===== config.mk =====
export PLATFORM = sky130hd
export DESIGN_NAME = rfx_host_end_flat
export DESIGN_NICKNAME = d
export VERILOG_FILES = /design/src/rfx_pkg.sv /design/src/rfx_link_if.sv /design/src/rfx_fifo.sv /design/src/rfx_host_end.sv /design/src/flat_wrapper.sv
export VERILOG_INCLUDE_DIRS = /design/src
export SDC_FILE = /design/constraint.sdc
export NUM_CORES = 2
export LEC_CHECK = 0
export ABC_AREA = 1
export BUFFER_PORTS_ARGS = -buffer_cell sky130_fd_sc_hd__buf_4
export CELL_PAD_IN_SITES_DETAIL_PLACEMENT = 1
export CELL_PAD_IN_SITES_GLOBAL_PLACEMENT = 1
export CORE_MARGIN = 10
export CORE_UTILIZATION = 30
export CTS_CLUSTER_DIAMETER = 80
export DETAILED_ROUTE_END_ITERATION = 16
export GPL_TIMING_DRIVEN = 0
export HOLD_SLACK_MARGIN = 0.12
export PLACE_DENSITY = 0.58
export SLEW_MARGIN = 20
export SYNTH_ARGS = -nofsm -noshare
export SYNTH_HDL_FRONTEND = slang
export SYNTH_SLANG_ARGS = --single-unit

===== constraint.sdc =====
create_clock -name clk -period 5.4 [get_ports clk]
set_input_delay 1.08 -clock clk [delete_from_list [all_inputs] [get_ports clk]]
set_output_delay 1.08 -clock clk [all_outputs]
set_load 0.05 [all_outputs]

===== src/rfx_cfg.svh =====
// constants for the register frame exchange
`ifndef RFX_CFG_SVH
`define RFX_CFG_SVH
// ==========================================
// frame layout
`define RFX_TYPE_H2D     8'h27
`define RFX_TYPE_D2H     8'h34
`define RFX_FIS_DWORDS   5
`define RFX_C_BIT        15
`define RFX_I_BIT        14
// ==========================================
// status and control bits, device reset command code
`define RFX_BSY          7
`define RFX_DRQ          3
`define RFX_SERV         4
`define RFX_SRST         2
`define RFX_NIEN         1
`define RFX_CMD_DEV_RST  8'h08
// ==========================================
// reset values
`define RFX_STATUS_RST   8'h00
`define RFX_CTRL_RST     8'h00
// ==========================================
// timing
`define RFX_CLK_MHZ      200
`define RFX_BUSY_NS      400
`define RFX_BUSY_CYC     ((`RFX_BUSY_NS * `RFX_CLK_MHZ) / 1000)
// ==========================================
// shadow register select codes
`define RFX_A_FEAT       4'h1
`define RFX_A_COUNT      4'h2
`define RFX_A_LBAL       4'h3
`define RFX_A_LBAM       4'h4
`define RFX_A_LBAH       4'h5
`define RFX_A_DEV        4'h6
`define RFX_A_CMD        4'h7
`define RFX_A_CTRL       4'h8
`define RFX_A_FEAT_X     4'h9
`define RFX_A_COUNT_X    4'ha
`define RFX_A_LBAL_X     4'hb
`define RFX_A_LBAM_X     4'hc
`define RFX_A_LBAH_X     4'hd
`endif


===== src/rfx_pkg.sv =====
// shared types for the register frame exchange
package rfx_pkg;
  typedef struct packed {
    logic [7:0] command;
    logic [7:0] features;
    logic [7:0] features_exp;
    logic [7:0] device;
    logic [7:0] lba_low;
    logic [7:0] lba_mid;
    logic [7:0] lba_high;
    logic [7:0] lba_low_exp;
    logic [7:0] lba_mid_exp;
    logic [7:0] lba_high_exp;
    logic [7:0] count;
    logic [7:0] count_exp;
    logic [7:0] control;
  } rfx_tf_t;

  typedef enum logic {RFX_IDLE, RFX_SEND} rfx_tx_t;

  function automatic logic [7:0] rfx_fis_type(input logic [31:0] w);
    rfx_fis_type = w[7:0];
  endfunction
endpackage


===== src/rfx_link_if.sv =====
// dword link between host adapter and drive
`timescale 1ns/1ps
interface rfx_link_if;
  logic [31:0] h2d_data;
  logic        h2d_valid;
  logic        h2d_last;
  logic        h2d_ready;
  logic [31:0] d2h_data;
  logic        d2h_valid;
  logic        d2h_last;
  logic        d2h_ready;

  modport host (output h2d_data, h2d_valid, h2d_last, input h2d_ready,
                input d2h_data, d2h_valid, d2h_last, output d2h_ready);
  modport drive (input h2d_data, h2d_valid, h2d_last, output h2d_ready,
                 output d2h_data, d2h_valid, d2h_last, input d2h_ready);
endinterface


===== src/rfx_fifo.sv =====
// synchronous fifo with valid and ready on both sides
`timescale 1ns/1ps
module rfx_fifo #(
  parameter int W     = 33,
  parameter int DEPTH = 32
) (
  // clock and reset
  input  wire logic         clk,
  input  wire logic         arst_n,
  // fill side
  input  wire logic [W-1:0] in_data,
  input  wire logic         in_valid,
  output      logic         in_ready,
  // drain side
  output      logic [W-1:0] out_data,
  output      logic         out_valid,
  input  wire logic         out_ready
);
  localparam int AW = $clog2(DEPTH);

  generate
    if (DEPTH < 2 || (1 << AW) != DEPTH) begin : g_bad
      $error("rfx_fifo depth must be a power of two of at least 2");
    end
  endgenerate

  logic [W-1:0] mem [0:DEPTH-1];
  logic [AW:0]  wr_ptr;
  logic [AW:0]  rd_ptr;

  wire [AW:0] used = AW'(0) + (wr_ptr - rd_ptr);
  wire        push = in_valid && in_ready;
  wire        pop  = out_valid && out_ready;

  assign in_ready  = used != (AW+1)'(DEPTH);
  assign out_valid = used != '0;
  assign out_data  = mem[rd_ptr[AW-1:0]];

  // ==========================================
  // pointers
  always_ff @(posedge clk or negedge arst_n) begin
    if (!arst_n) begin
      wr_ptr <= '0;
      rd_ptr <= '0;
    end else begin
      if (push) wr_ptr <= wr_ptr + 1'b1;
      if (pop) rd_ptr <= rd_ptr + 1'b1;
    end
  end

  // ==========================================
  // storage
  always_ff @(posedge clk) begin
    if (push) mem[wr_ptr[AW-1:0]] <= in_data;
  end
endmodule


===== src/rfx_host_end.sv =====
// host adapter end: shadow registers, frame build and frame intake
`timescale 1ns/1ps
`include "rfx_cfg.svh"

module rfx_host_end #(
  parameter int FIFO_DEPTH = 32
) (
  // clock and reset
  input  wire logic       clk,
  input  wire logic       arst_n,
  // shadow register access
  input  wire logic       wr_en,
  input  wire logic [3:0] wr_addr,
  input  wire logic [7:0] wr_data,
  input  wire logic       rd_en,
  input  wire logic [3:0] rd_addr,
  output      logic [7:0] rd_data,
  output      logic       intrq,
  // link
  rfx_link_if.host        link
);
  localparam logic [2:0] LAST_IDX = 3'(`RFX_FIS_DWORDS - 1);

  generate
    if (`RFX_BUSY_CYC < 1 || FIFO_DEPTH < 2) begin : g_bad
      $error("rfx_host_end timing or fifo depth out of range");
    end
  endgenerate

  // ==========================================
  // frame word builder
  function automatic logic [31:0] h2d_word(input rfx_pkg::rfx_tf_t t,
                                           input logic c,
                                           input logic [2:0] i);
    h2d_word = 32'h0;
    if (i == 3'h0) begin
      h2d_word = {t.features, t.command, c, 7'h00, `RFX_TYPE_H2D};
    end else if (i == 3'h1) begin
      h2d_word = {t.device, t.lba_high, t.lba_mid, t.lba_low};
    end else if (i == 3'h2) begin
      h2d_word = {t.features_exp, t.lba_high_exp, t.lba_mid_exp, t.lba_low_exp};
    end else if (i == 3'h3) begin
      h2d_word = {t.control, 8'h00, t.count_exp, t.count};
    end
  endfunction

  // ==========================================
  // state
  rfx_pkg::rfx_tf_t tf;
  rfx_pkg::rfx_tf_t snap;
  rfx_pkg::rfx_tx_t tx_state;
  logic [7:0]       status;
  logic [7:0]       alt_status;
  logic [7:0]       error;
  logic             pend_cmd;
  logic             pend_ctrl;
  logic             snap_c;
  logic [2:0]       tx_idx;
  logic [2:0]       rx_idx;
  logic [31:0]      rx_buf [0:3];
  logic             int_pend;
  logic [7:0]       next_status;
  logic [32:0]      fifo_out;
  logic             fifo_in_ready;

  // ==========================================
  // write decode
  wire is_cmd_wr  = wr_en && wr_addr == `RFX_A_CMD;
  wire is_ctrl_wr = wr_en && wr_addr == `RFX_A_CTRL;
  wire blocked    = status[`RFX_BSY] || status[`RFX_DRQ];
  wire dev_reset  = is_cmd_wr && wr_data == `RFX_CMD_DEV_RST;
  wire tf_wr_ok   = wr_en && !is_ctrl_wr && (!blocked || dev_reset);
  wire cmd_go     = is_cmd_wr && tf_wr_ok && !tf.control[`RFX_SRST];
  wire ctrl_go    = is_ctrl_wr && wr_data != tf.control;
  wire srst_rise  = is_ctrl_wr && wr_data[`RFX_SRST] && !tf.control[`RFX_SRST];

  // ==========================================
  // transmit control
  wire start   = tx_state == rfx_pkg::RFX_IDLE && (pend_cmd || pend_ctrl);
  wire start_c = !pend_ctrl;
  wire push    = tx_state == rfx_pkg::RFX_SEND;
  wire adv     = push && fifo_in_ready;
  wire tx_done = adv && tx_idx == LAST_IDX;
  wire [31:0] tx_word = h2d_word(snap, snap_c, tx_idx);

  // ==========================================
  // receive decode
  wire        rx_beat = link.d2h_valid && link.d2h_ready;
  wire        rx_end  = rx_beat && link.d2h_last;
  wire [31:0] w0      = rx_buf[0];
  wire [31:0] w1      = rx_buf[1];
  wire [31:0] w2      = rx_buf[2];
  wire [31:0] w3      = rx_buf[3];
  wire        rx_form = rx_idx == LAST_IDX
                        && rfx_pkg::rfx_fis_type(w0) == `RFX_TYPE_D2H;
  wire        rx_ok   = rx_end && rx_form && blocked;
  wire        stat_rd = rd_en && rd_addr == `RFX_A_CMD;
  wire        next_int = (int_pend && !stat_rd) || (rx_ok && w0[`RFX_I_BIT]);

  // ==========================================
  // read selection
  wire [7:0] rd_sel =
    rd_addr == `RFX_A_FEAT    ? error :
    rd_addr == `RFX_A_COUNT   ? tf.count :
    rd_addr == `RFX_A_LBAL    ? tf.lba_low :
    rd_addr == `RFX_A_LBAM    ? tf.lba_mid :
    rd_addr == `RFX_A_LBAH    ? tf.lba_high :
    rd_addr == `RFX_A_DEV     ? tf.device :
    rd_addr == `RFX_A_CMD     ? status :
    rd_addr == `RFX_A_CTRL    ? alt_status :
    rd_addr == `RFX_A_FEAT_X  ? tf.features_exp :
    rd_addr == `RFX_A_COUNT_X ? tf.count_exp :
    rd_addr == `RFX_A_LBAL_X  ? tf.lba_low_exp :
    rd_addr == `RFX_A_LBAM_X  ? tf.lba_mid_exp :
    rd_addr == `RFX_A_LBAH_X  ? tf.lba_high_exp : 8'h00;

  // ==========================================
  // status update, busy set wins over frame load
  always_comb begin
    next_status = status;
    if (rx_ok) next_status = w0[23:16];
    if (cmd_go || srst_rise) next_status[`RFX_BSY] = 1'b1;
  end

  always_ff @(posedge clk or negedge arst_n) begin
    if (!arst_n) begin
      status     <= `RFX_STATUS_RST;
      alt_status <= `RFX_STATUS_RST;
      error      <= 8'h00;
      int_pend   <= 1'b0;
      intrq      <= 1'b0;
      rd_data    <= 8'h00;
    end else begin
      status     <= next_status;
      alt_status <= next_status;
      if (rx_ok) error <= w0[31:24];
      int_pend   <= next_int;
      intrq      <= next_int && !tf.control[`RFX_NIEN];
      if (rd_en) rd_data <= rd_sel;
    end
  end

  // ==========================================
  // shadow command block, software write wins
  always_ff @(posedge clk or negedge arst_n) begin
    if (!arst_n) begin
      tf         <= '0;
      tf.control <= `RFX_CTRL_RST;
    end else begin
      if (rx_ok) begin
        tf.lba_low      <= w1[7:0];
        tf.lba_mid      <= w1[15:8];
        tf.lba_high     <= w1[23:16];
        tf.device       <= w1[31:24];
        tf.lba_low_exp  <= w2[7:0];
        tf.lba_mid_exp  <= w2[15:8];
        tf.lba_high_exp <= w2[23:16];
        tf.count        <= w3[7:0];
        tf.count_exp    <= w3[15:8];
      end
      if (is_ctrl_wr) tf.control <= wr_data;
      if (tf_wr_ok) begin
        if (wr_addr == `RFX_A_FEAT) tf.features <= wr_data;
        else if (wr_addr == `RFX_A_COUNT) tf.count <= wr_data;
        else if (wr_addr == `RFX_A_LBAL) tf.lba_low <= wr_data;
        else if (wr_addr == `RFX_A_LBAM) tf.lba_mid <= wr_data;
        else if (wr_addr == `RFX_A_LBAH) tf.lba_high <= wr_data;
        else if (wr_addr == `RFX_A_DEV) tf.device <= wr_data;
        else if (wr_addr == `RFX_A_CMD) tf.command <= wr_data;
        else if (wr_addr == `RFX_A_FEAT_X) tf.features_exp <= wr_data;
        else if (wr_addr == `RFX_A_COUNT_X) tf.count_exp <= wr_data;
        else if (wr_addr == `RFX_A_LBAL_X) tf.lba_low_exp <= wr_data;
        else if (wr_addr == `RFX_A_LBAM_X) tf.lba_mid_exp <= wr_data;
        else if (wr_addr == `RFX_A_LBAH_X) tf.lba_high_exp <= wr_data;
      end
    end
  end

  // ==========================================
  // pending requests and frame sequencer
  always_ff @(posedge clk or negedge arst_n) begin
    if (!arst_n) begin
      pend_cmd  <= 1'b0;
      pend_ctrl <= 1'b0;
      tx_state  <= rfx_pkg::RFX_IDLE;
      tx_idx    <= 3'h0;
      snap      <= '0;
      snap_c    <= 1'b0;
    end else begin
      pend_cmd  <= (pend_cmd && !(start && start_c) && !tf.control[`RFX_SRST]) || cmd_go;
      pend_ctrl <= (pend_ctrl && !(start && !start_c)) || ctrl_go;
      case (tx_state)
        rfx_pkg::RFX_IDLE: begin
          if (start) begin
            snap     <= tf;
            snap_c   <= start_c;
            tx_idx   <= 3'h0;
            tx_state <= rfx_pkg::RFX_SEND;
          end
        end
        rfx_pkg::RFX_SEND: begin
          if (tx_done) tx_state <= rfx_pkg::RFX_IDLE;
          else if (adv) tx_idx <= tx_idx + 3'h1;
        end
        default: tx_state <= rfx_pkg::RFX_IDLE;
      endcase
    end
  end

  // ==========================================
  // receive collector
  always_ff @(posedge clk or negedge arst_n) begin
    if (!arst_n) begin
      rx_idx         <= 3'h0;
      link.d2h_ready <= 1'b0;
    end else begin
      link.d2h_ready <= 1'b1;
      if (rx_end) rx_idx <= 3'h0;
      else if (rx_beat && rx_idx != 3'h7) rx_idx <= rx_idx + 3'h1;
    end
  end

  always_ff @(posedge clk) begin
    if (rx_beat && !rx_idx[2]) rx_buf[rx_idx[1:0]] <= link.d2h_data;
  end

  // ==========================================
  // outgoing frame buffer
  rfx_fifo #(.W(33), .DEPTH(FIFO_DEPTH)) u_tx_fifo (
    .clk       (clk),
    .arst_n    (arst_n),
    .in_data   ({tx_idx == LAST_IDX, tx_word}),
    .in_valid  (push),
    .in_ready  (fifo_in_ready),
    .out_data  (fifo_out),
    .out_valid (link.h2d_valid),
    .out_ready (link.h2d_ready)
  );

  assign link.h2d_data = fifo_out[31:0];
  assign link.h2d_last = fifo_out[32];
endmodule


===== src/flat_wrapper.sv =====
// flat-port wrapper written by rule: the top's interface ports become plain ports
module rfx_host_end_flat 
#(
  parameter int FIFO_DEPTH = 32
)
  (clk, arst_n, wr_en, wr_addr, wr_data, rd_en, rd_addr, rd_data, intrq, link_h2d_data, link_h2d_valid, link_h2d_last, link_h2d_ready, link_d2h_data, link_d2h_valid, link_d2h_last, link_d2h_ready);
  rfx_link_if link_i ();
  input  wire logic clk;
  input  wire logic arst_n;
  input  wire logic wr_en;
  input  wire logic [3:0] wr_addr;
  input  wire logic [7:0] wr_data;
  input  wire logic rd_en;
  input  wire logic [3:0] rd_addr;
  output      logic [7:0] rd_data;
  output      logic intrq;
  output wire logic [$bits(link_i.h2d_data)-1:0] link_h2d_data;
  output wire logic [$bits(link_i.h2d_valid)-1:0] link_h2d_valid;
  output wire logic [$bits(link_i.h2d_last)-1:0] link_h2d_last;
  input wire logic [$bits(link_i.h2d_ready)-1:0] link_h2d_ready;
  input wire logic [$bits(link_i.d2h_data)-1:0] link_d2h_data;
  input wire logic [$bits(link_i.d2h_valid)-1:0] link_d2h_valid;
  input wire logic [$bits(link_i.d2h_last)-1:0] link_d2h_last;
  output wire logic [$bits(link_i.d2h_ready)-1:0] link_d2h_ready;
  assign link_h2d_data = link_i.h2d_data;
  assign link_h2d_valid = link_i.h2d_valid;
  assign link_h2d_last = link_i.h2d_last;
  assign link_i.h2d_ready = link_h2d_ready;
  assign link_i.d2h_data = link_d2h_data;
  assign link_i.d2h_valid = link_d2h_valid;
  assign link_i.d2h_last = link_d2h_last;
  assign link_d2h_ready = link_i.d2h_ready;
  rfx_host_end #(.FIFO_DEPTH(FIFO_DEPTH)) u_core (.clk(clk), .arst_n(arst_n), .wr_en(wr_en), .wr_addr(wr_addr), .wr_data(wr_data), .rd_en(rd_en), .rd_addr(rd_addr), .rd_data(rd_data), .intrq(intrq), .link(link_i));
endmodule

; ---- Word-level counts from Yosys, hierarchy flattened
; Memories as Yosys holds them, arrays and structs flattened.
; Cells that the tools add are included.
; W data, S select, Z words.
[totals]
ff_bits = 257
mem_bits_rw = 1184
in_bits = 55
out_inout_bits = 44
wordCells = 214
memories = 2
[memory_table]
columns = name, words, word_bits, read_ports, rd_clocked_by_memory_dff, write_ports, line_no
row1 = u_core.u_tx_fifo.mem, 32, 33, 1, 0, 1, rfx_fifo.sv:27  ; logic [W-1:0] mem [0:DEPTH-1];
row2 = u_core.rx_buf, 4, 32, 4, 0, 1, rfx_host_end.sv:60  ; logic [31:0] rx_buf [0:3];
[op_classes]
n_addsub = 5
n_eq_ne = 39
muxes = 64
bitwise = 8
reduce_logical = 55
[op_table]
columns = operator, n
row1 = $mux W8, 34
row2 = $mux W72, 3
row3 = $mux W32, 5
row4 = $mux W24, 5
row5 = $mux W56, 1
row6 = $eq A4 B4 Y1 const B, 12
row7 = $mux W40, 1
row8 = $eq A4 B3 Y1 const B, 8
row9 = $logic_and A1 B1 Y1, 30
row10 = $eq A4 B2 Y1 const B, 4
row11 = $mux W16, 1
row12 = $mux W3, 5
row13 = $add A6 B1 Y6 const B, 2
row14 = $logic_not A1 Y1, 9
row15 = $reduce_and A9 Y1, 1
row16 = $eq A4 B1 Y1 const B, 2
row17 = $eq A8 B4 Y1 const B, 1
row18 = $eq A8 B6 Y1 const B, 1
row19 = $ne A8 B8 Y1, 1
row20 = $not A1 Y1, 8
row21 = $reduce_and A8 Y1, 1
row22 = $logic_or A1 B1 Y1, 7
row23 = $mux W1, 7
row24 = $add A3 B1 Y3 const B, 2
row25 = 15 further kinds, 20

; ---- Depth between registers and ports, before layout
; An unclocked memory read counts as a cell.
[logic_depth]
word_depth = 19
depth_mapped = 18
depth_no_buf = 16

; ---- Modules after synthesis
; Synthesis repeated with hierarchy kept, for this count alone.
[hier_totals]
cells_unflattened = 5244
area_unflattened_um2 = 58163.3
[by_module_without_submodules]
columns = module, n_inst, cells_each, area_per_inst_um2, seq_area_each_um2
row1 = rfx_fifo, 1, 3570, 43245.2, 32010.7
row2 = rfx_host_end, 1, 1674, 14918.1, 9043.7

; ---- Worst setup path after synthesis
; Ideal clock, no wire load.
[synth_timing]
kind = flip-flop to flip-flop
start = register u_core.u_tx_fifo.rd_ptr[1]
end = memory u_core.u_tx_fifo.mem[24][0] (enable)
setup_ns = 0.464
arrival_time_ns = 4.473
required_ns = 4.936
slack_ns = 0.462
stages_incl_launch_ff = 17
n_path_buf = 3
synth_period_minus_slack_ns = 4.938
cell_sequence = dfrtp_1 > inv_1 > clkbuf_1 > clkbuf_1 > ha_1 > nand2_1 > nand2_1 > nand3_1 > nand2_1 > nand2_1 > nand2_1 > nand2_1 > nand2_1 > nand2_1 > nand2_1 > clkbuf_1 > nor3_1
[synth_between]
elab_chain_cells = 5
[synth_rtl]
columns = element, line_no
row1 = start: declaration, rfx_fifo.sv:29  ; logic [AW:0] rd_ptr;
row2 = start signal: assignment, rfx_fifo.sv:47  ; if (pop) rd_ptr <= rd_ptr + 1'b1;
row3 = $sub A6 B6 Y6, rfx_fifo.sv:31  ; wire [AW:0] used = AW'(0) + (wr_ptr - rd_ptr);
row4 = $ne A6 B6 Y1, rfx_fifo.sv:35  ; assign in_ready = used != (AW+1)'(DEPTH);
row5 = $logic_and A1 B1 Y1, rfx_fifo.sv:32  ; wire push = in_valid && in_ready;
row6 = $mux W1, rfx_fifo.sv:54  ; if (push) mem[wr_ptr[AW-1:0]] <= in_data;
row7 = $mux W1 (not written as such), rfx_fifo.sv:54
row8 = end: declaration, rfx_fifo.sv:27
; No other way between the ends.

; ---- Worst setup path in the final report
[layout_timing]
start = register u_core.u_tx_fifo.rd_ptr[0]
end = output link_h2d_data[12]
[layout_between]
elab_chain_cells = 1
[layout_rtl]
columns = element, line_no
row1 = $mem_v2 Z32 W33, -
row2 = end: declaration, flat_wrapper.sv:17  ; output wire logic [$bits(link_i.h2d_data)-1:0] link_h2d_data;
; No other way between the ends.

==> metrics.txt <==
IO Pins 99; Reg-to-Reg End u_core.u_tx_fifo.mem[5][6]; Final Non-Filler Cells 7833; Placeable Area 0.188 mm²; fraction of registers with async set/reset 18.2%; Yosys top cell area share 61.0%; FILL cells 20.3k; Die Width 455 µm; skew final 38.2 ps; largest cells by area after synthesis edfxtp_1 61%, dfrtp_1 11%, o21ai_0 6.9%; fin area 0.0684 mm²; commonest cells in the synthesized netlist 1153 x edfxtp_1, 787 x o21ai_0, 719 x nor2_1; CTS Hold Buffers Added 0; H-tree Lvls 4; drt first pass iters 8; post-route ant nets 0; number of synthesized flops with an enable pin 1153; FF+latch area 0.0411 mm²; clock buffer depth 3; clock buffer count from CTS 152; Die Y 455 µm; Leak 24.4 nW; Reg-to-Reg Start u_core.u_tx_fifo.rd_ptr[2]; Hold Slack 225 ps; Placer Congestion 0.891; post-synthesis sequential area ratio 72.3%; Final period util 99.7%; Min-Delay Path Class input port to async pin; register-to-register setup slack 260 ps; Yosys top cell by area edfxtp_1; Netlist cell types 41; routed vias 41.6k; multi-input logic area 0.0143 mm²; Synth Warn # 0; fraction of layout cells with a size suffix above 1 13.6%; Synth Instances 4775; Post-Syn Nets 4850; RSZ-0062 raised after global routing false; Cell Area, Synth 0.0568 mm²; minimum clock period 5380 ps; final WL 221 mm; P per Cell Area 656 mW/mm²; clk_lat worst skew 810 ps; max-cap violations 0; antenna violations before repair 9; Placed Instances 7556; synthesis-to-finish area growth 20.4%; fin worst setup slack 17.6 ps; Total Nets Final 5290; drt drc 0; first-pass GRT wire length 312 mm; clk sinks 1410; crit path launch type flip-flop; count leader, synth edfxtp_1; outcome completed; Starting DRT DRC Count 4431; worst r2r path cells 18; root buffer cell clkbuf_16; vias in the first global route 42.0k; Worst slew margin 21.1%; gr ovfl total 0; count of final hold-check violations 0; Seq cells post-synth 1410; DPL Wire Length 163 mm; worst-case vdd ir drop 0.395 mV; DR vias/cell 5.31; Crit. End Element primary output; crit path kind flip-flop to primary output; placed cell areas 0.0632 mm²; Final Max Slew Viols 0; Primary FF master, synth edfxtp_1; Worst-Margin Slew 1180 ps; All-Layer GR Usage 20.8%; arrival time of the worst setup path 4300 ps; CP required 4320 ps; worst slack at placement -475 ps; largest net degree at the start of global routing 87; worst-path fanout max 10; die area 0.207 mm²; Cell Rows 159; Mapped Avg Cell Area 11.9 µm²; Clk pin slew, worst setup/hold paths 60 ps; post-route setup TNS 0 ps; WL per Instance 28.2 µm; CTS tree done; Fmax 0.186 GHz; IO buf count 95; setup violators final 0; Initial Util 30.2%
==> metal layers <==
layer  share of wire [%]  vias to the layer above  track usage [%]
met4                 3.6                        4             6.92
met2                  46                     1578             33.9
met3                 7.0                      334             3.49
met1                  43                    21600             28.2
met5               0.012                        -                0
li1                    -                    18100                -
==> layout make-up <==
type,instances,area share (%)
Antenna cell,3,0.0110
Timing Repair Buffer,288,4.22
Multi-Input combinational cell,2880,21.0
Clock buffer,218,6.30
Tap cell,2495,4.56
Clock inverter,56,0.947
Buffer,307,2.00
Inverter,176,0.966
Sequential cell,1410,60.0
==> flip-flops by register name, summed over array words and instances (netlist names), 3 cells and up <==
register,flops
u_core.u_tx_fifo.mem,1056
u_core.snap,104
u_core.tf,104
u_core.rx_buf,97
u_core.error,8
u_core.rd_data,8
u_core.status,8
u_core.u_tx_fifo.rd_ptr,6
u_core.u_tx_fifo.wr_ptr,6
u_core.rx_idx,3
u_core.tx_idx,3
==> kinds of logic (layout without fill, tap and decap cells) <==
logic type / count (synthesis) / after routing / share of synthesized area, %
xor gates and xnor gates: 9 / 9 / 0.139
other: 1 / 4 / 0.00660
DFF: 1410 / 1410 / 72.3
AOI/OAI and AO/OA: 1260 / 1260 / 12.2
buffers and inverters: 485 / 1045 / 3.46
adders and majority gates: 20 / 20 / 0.441
and+or+nand+nor: 1590 / 1590 / 11.4
==> worst max-delay path, stage by stage, from the launching register on <==
cell and delay, ps:
dfrtp_1 420, buf_4 240, inv_2 200, buf_4 270
buf_4 320, buf_4 250, nor2_1 60, o211ai_1 390
nand3_1 300, nand3_1 240, nor2_1 190, a31oi_2 280
buf_4 270
==> worst max path at each step <==
stage	from	end	slack [ps]	depth (start not counted)
floorplan	u_core.u_tx_fifo.rd_ptr[1]	u_core.u_tx_fifo.mem[24][0]	460	16
global placement	u_core.u_tx_fifo.rd_ptr[1]	u_core.u_tx_fifo.mem[26][15]	-5050	16
detailed placement	u_core.u_tx_fifo.rd_ptr[1]	u_core.u_tx_fifo.mem[9][7]	-480	20
CTS	u_core.u_tx_fifo.rd_ptr[0]	link_h2d_data[13]	-30	12
global route	u_core.u_tx_fifo.rd_ptr[0]	link_h2d_data[20]	3	11
finish	u_core.u_tx_fifo.rd_ptr[0]	link_h2d_data[12]	20	12
==> stage by stage <==
stage,utilization [%],power (mW)
final,36.4,44.9
after CTS,36.3,44.8
after floorplan,-,24.3
after detailed placement,33.6,34.1
after global placement,32.3,32.7
after global routing,36.4,46.5
==> what timing repair did <==
item | CTS | global route
gates resized for setup | 57 | 35
endpoints found under the setup margin | 297 | 190
setup buffers | 0 | 2
pin swaps | 2 | 3
==> placed cells by master, fill, tap and decap left out, types with 8 or more instances in the layout <==
master | netlist | routed
ha_1 | 20 | 20
nor3_4 | 0 | 8
clkbuf_1 | 213 | 223
a31oi_4 | 0 | 11
o221ai_1 | 31 | 31
a31oi_2 | 0 | 11
buf_12 | 0 | 10
buf_2 | 66 | 62
nand4_1 | 24 | 24
a21oi_1 | 57 | 57
clkbuf_16 | 0 | 160
clkbuf_8 | 0 | 9
nor3_2 | 2 | 25
inv_1 | 166 | 154
inv_2 | 3 | 15
o21ai_1 | 55 | 55
bufinv_16 | 0 | 13
nand2_2 | 1 | 9
nand3_1 | 175 | 166
o211ai_1 | 75 | 75
dfrtp_1 | 257 | 257
nor3_1 | 43 | 12
clkinv_1 | 7 | 25
a31oi_1 | 40 | 18
buf_1 | 18 | 16
nand2_1 | 606 | 598
clkbuf_2 | 1 | 34
buf_16 | 0 | 22
nor2_1 | 719 | 714
buf_6 | 5 | 40
edfxtp_1 | 1153 | 1153
o22ai_1 | 200 | 199
clkinv_2 | 0 | 16
o21bai_1 | 12 | 10
nand3_2 | 0 | 9
o21ai_0 | 787 | 786
buf_4 | 6 | 228
==> report_power, final <==
part	internal, mW	switching [mW]	leakage (nW)	total, mW
logic	4.39	14.0	8.28	18.4
clock network	6.17	4.44	2.41	10.6
registers	15.2	0.667	13.7	15.8
total	25.7	19.1	24.4	44.9
No activity file was read; power rests on OpenSTA's default activity.
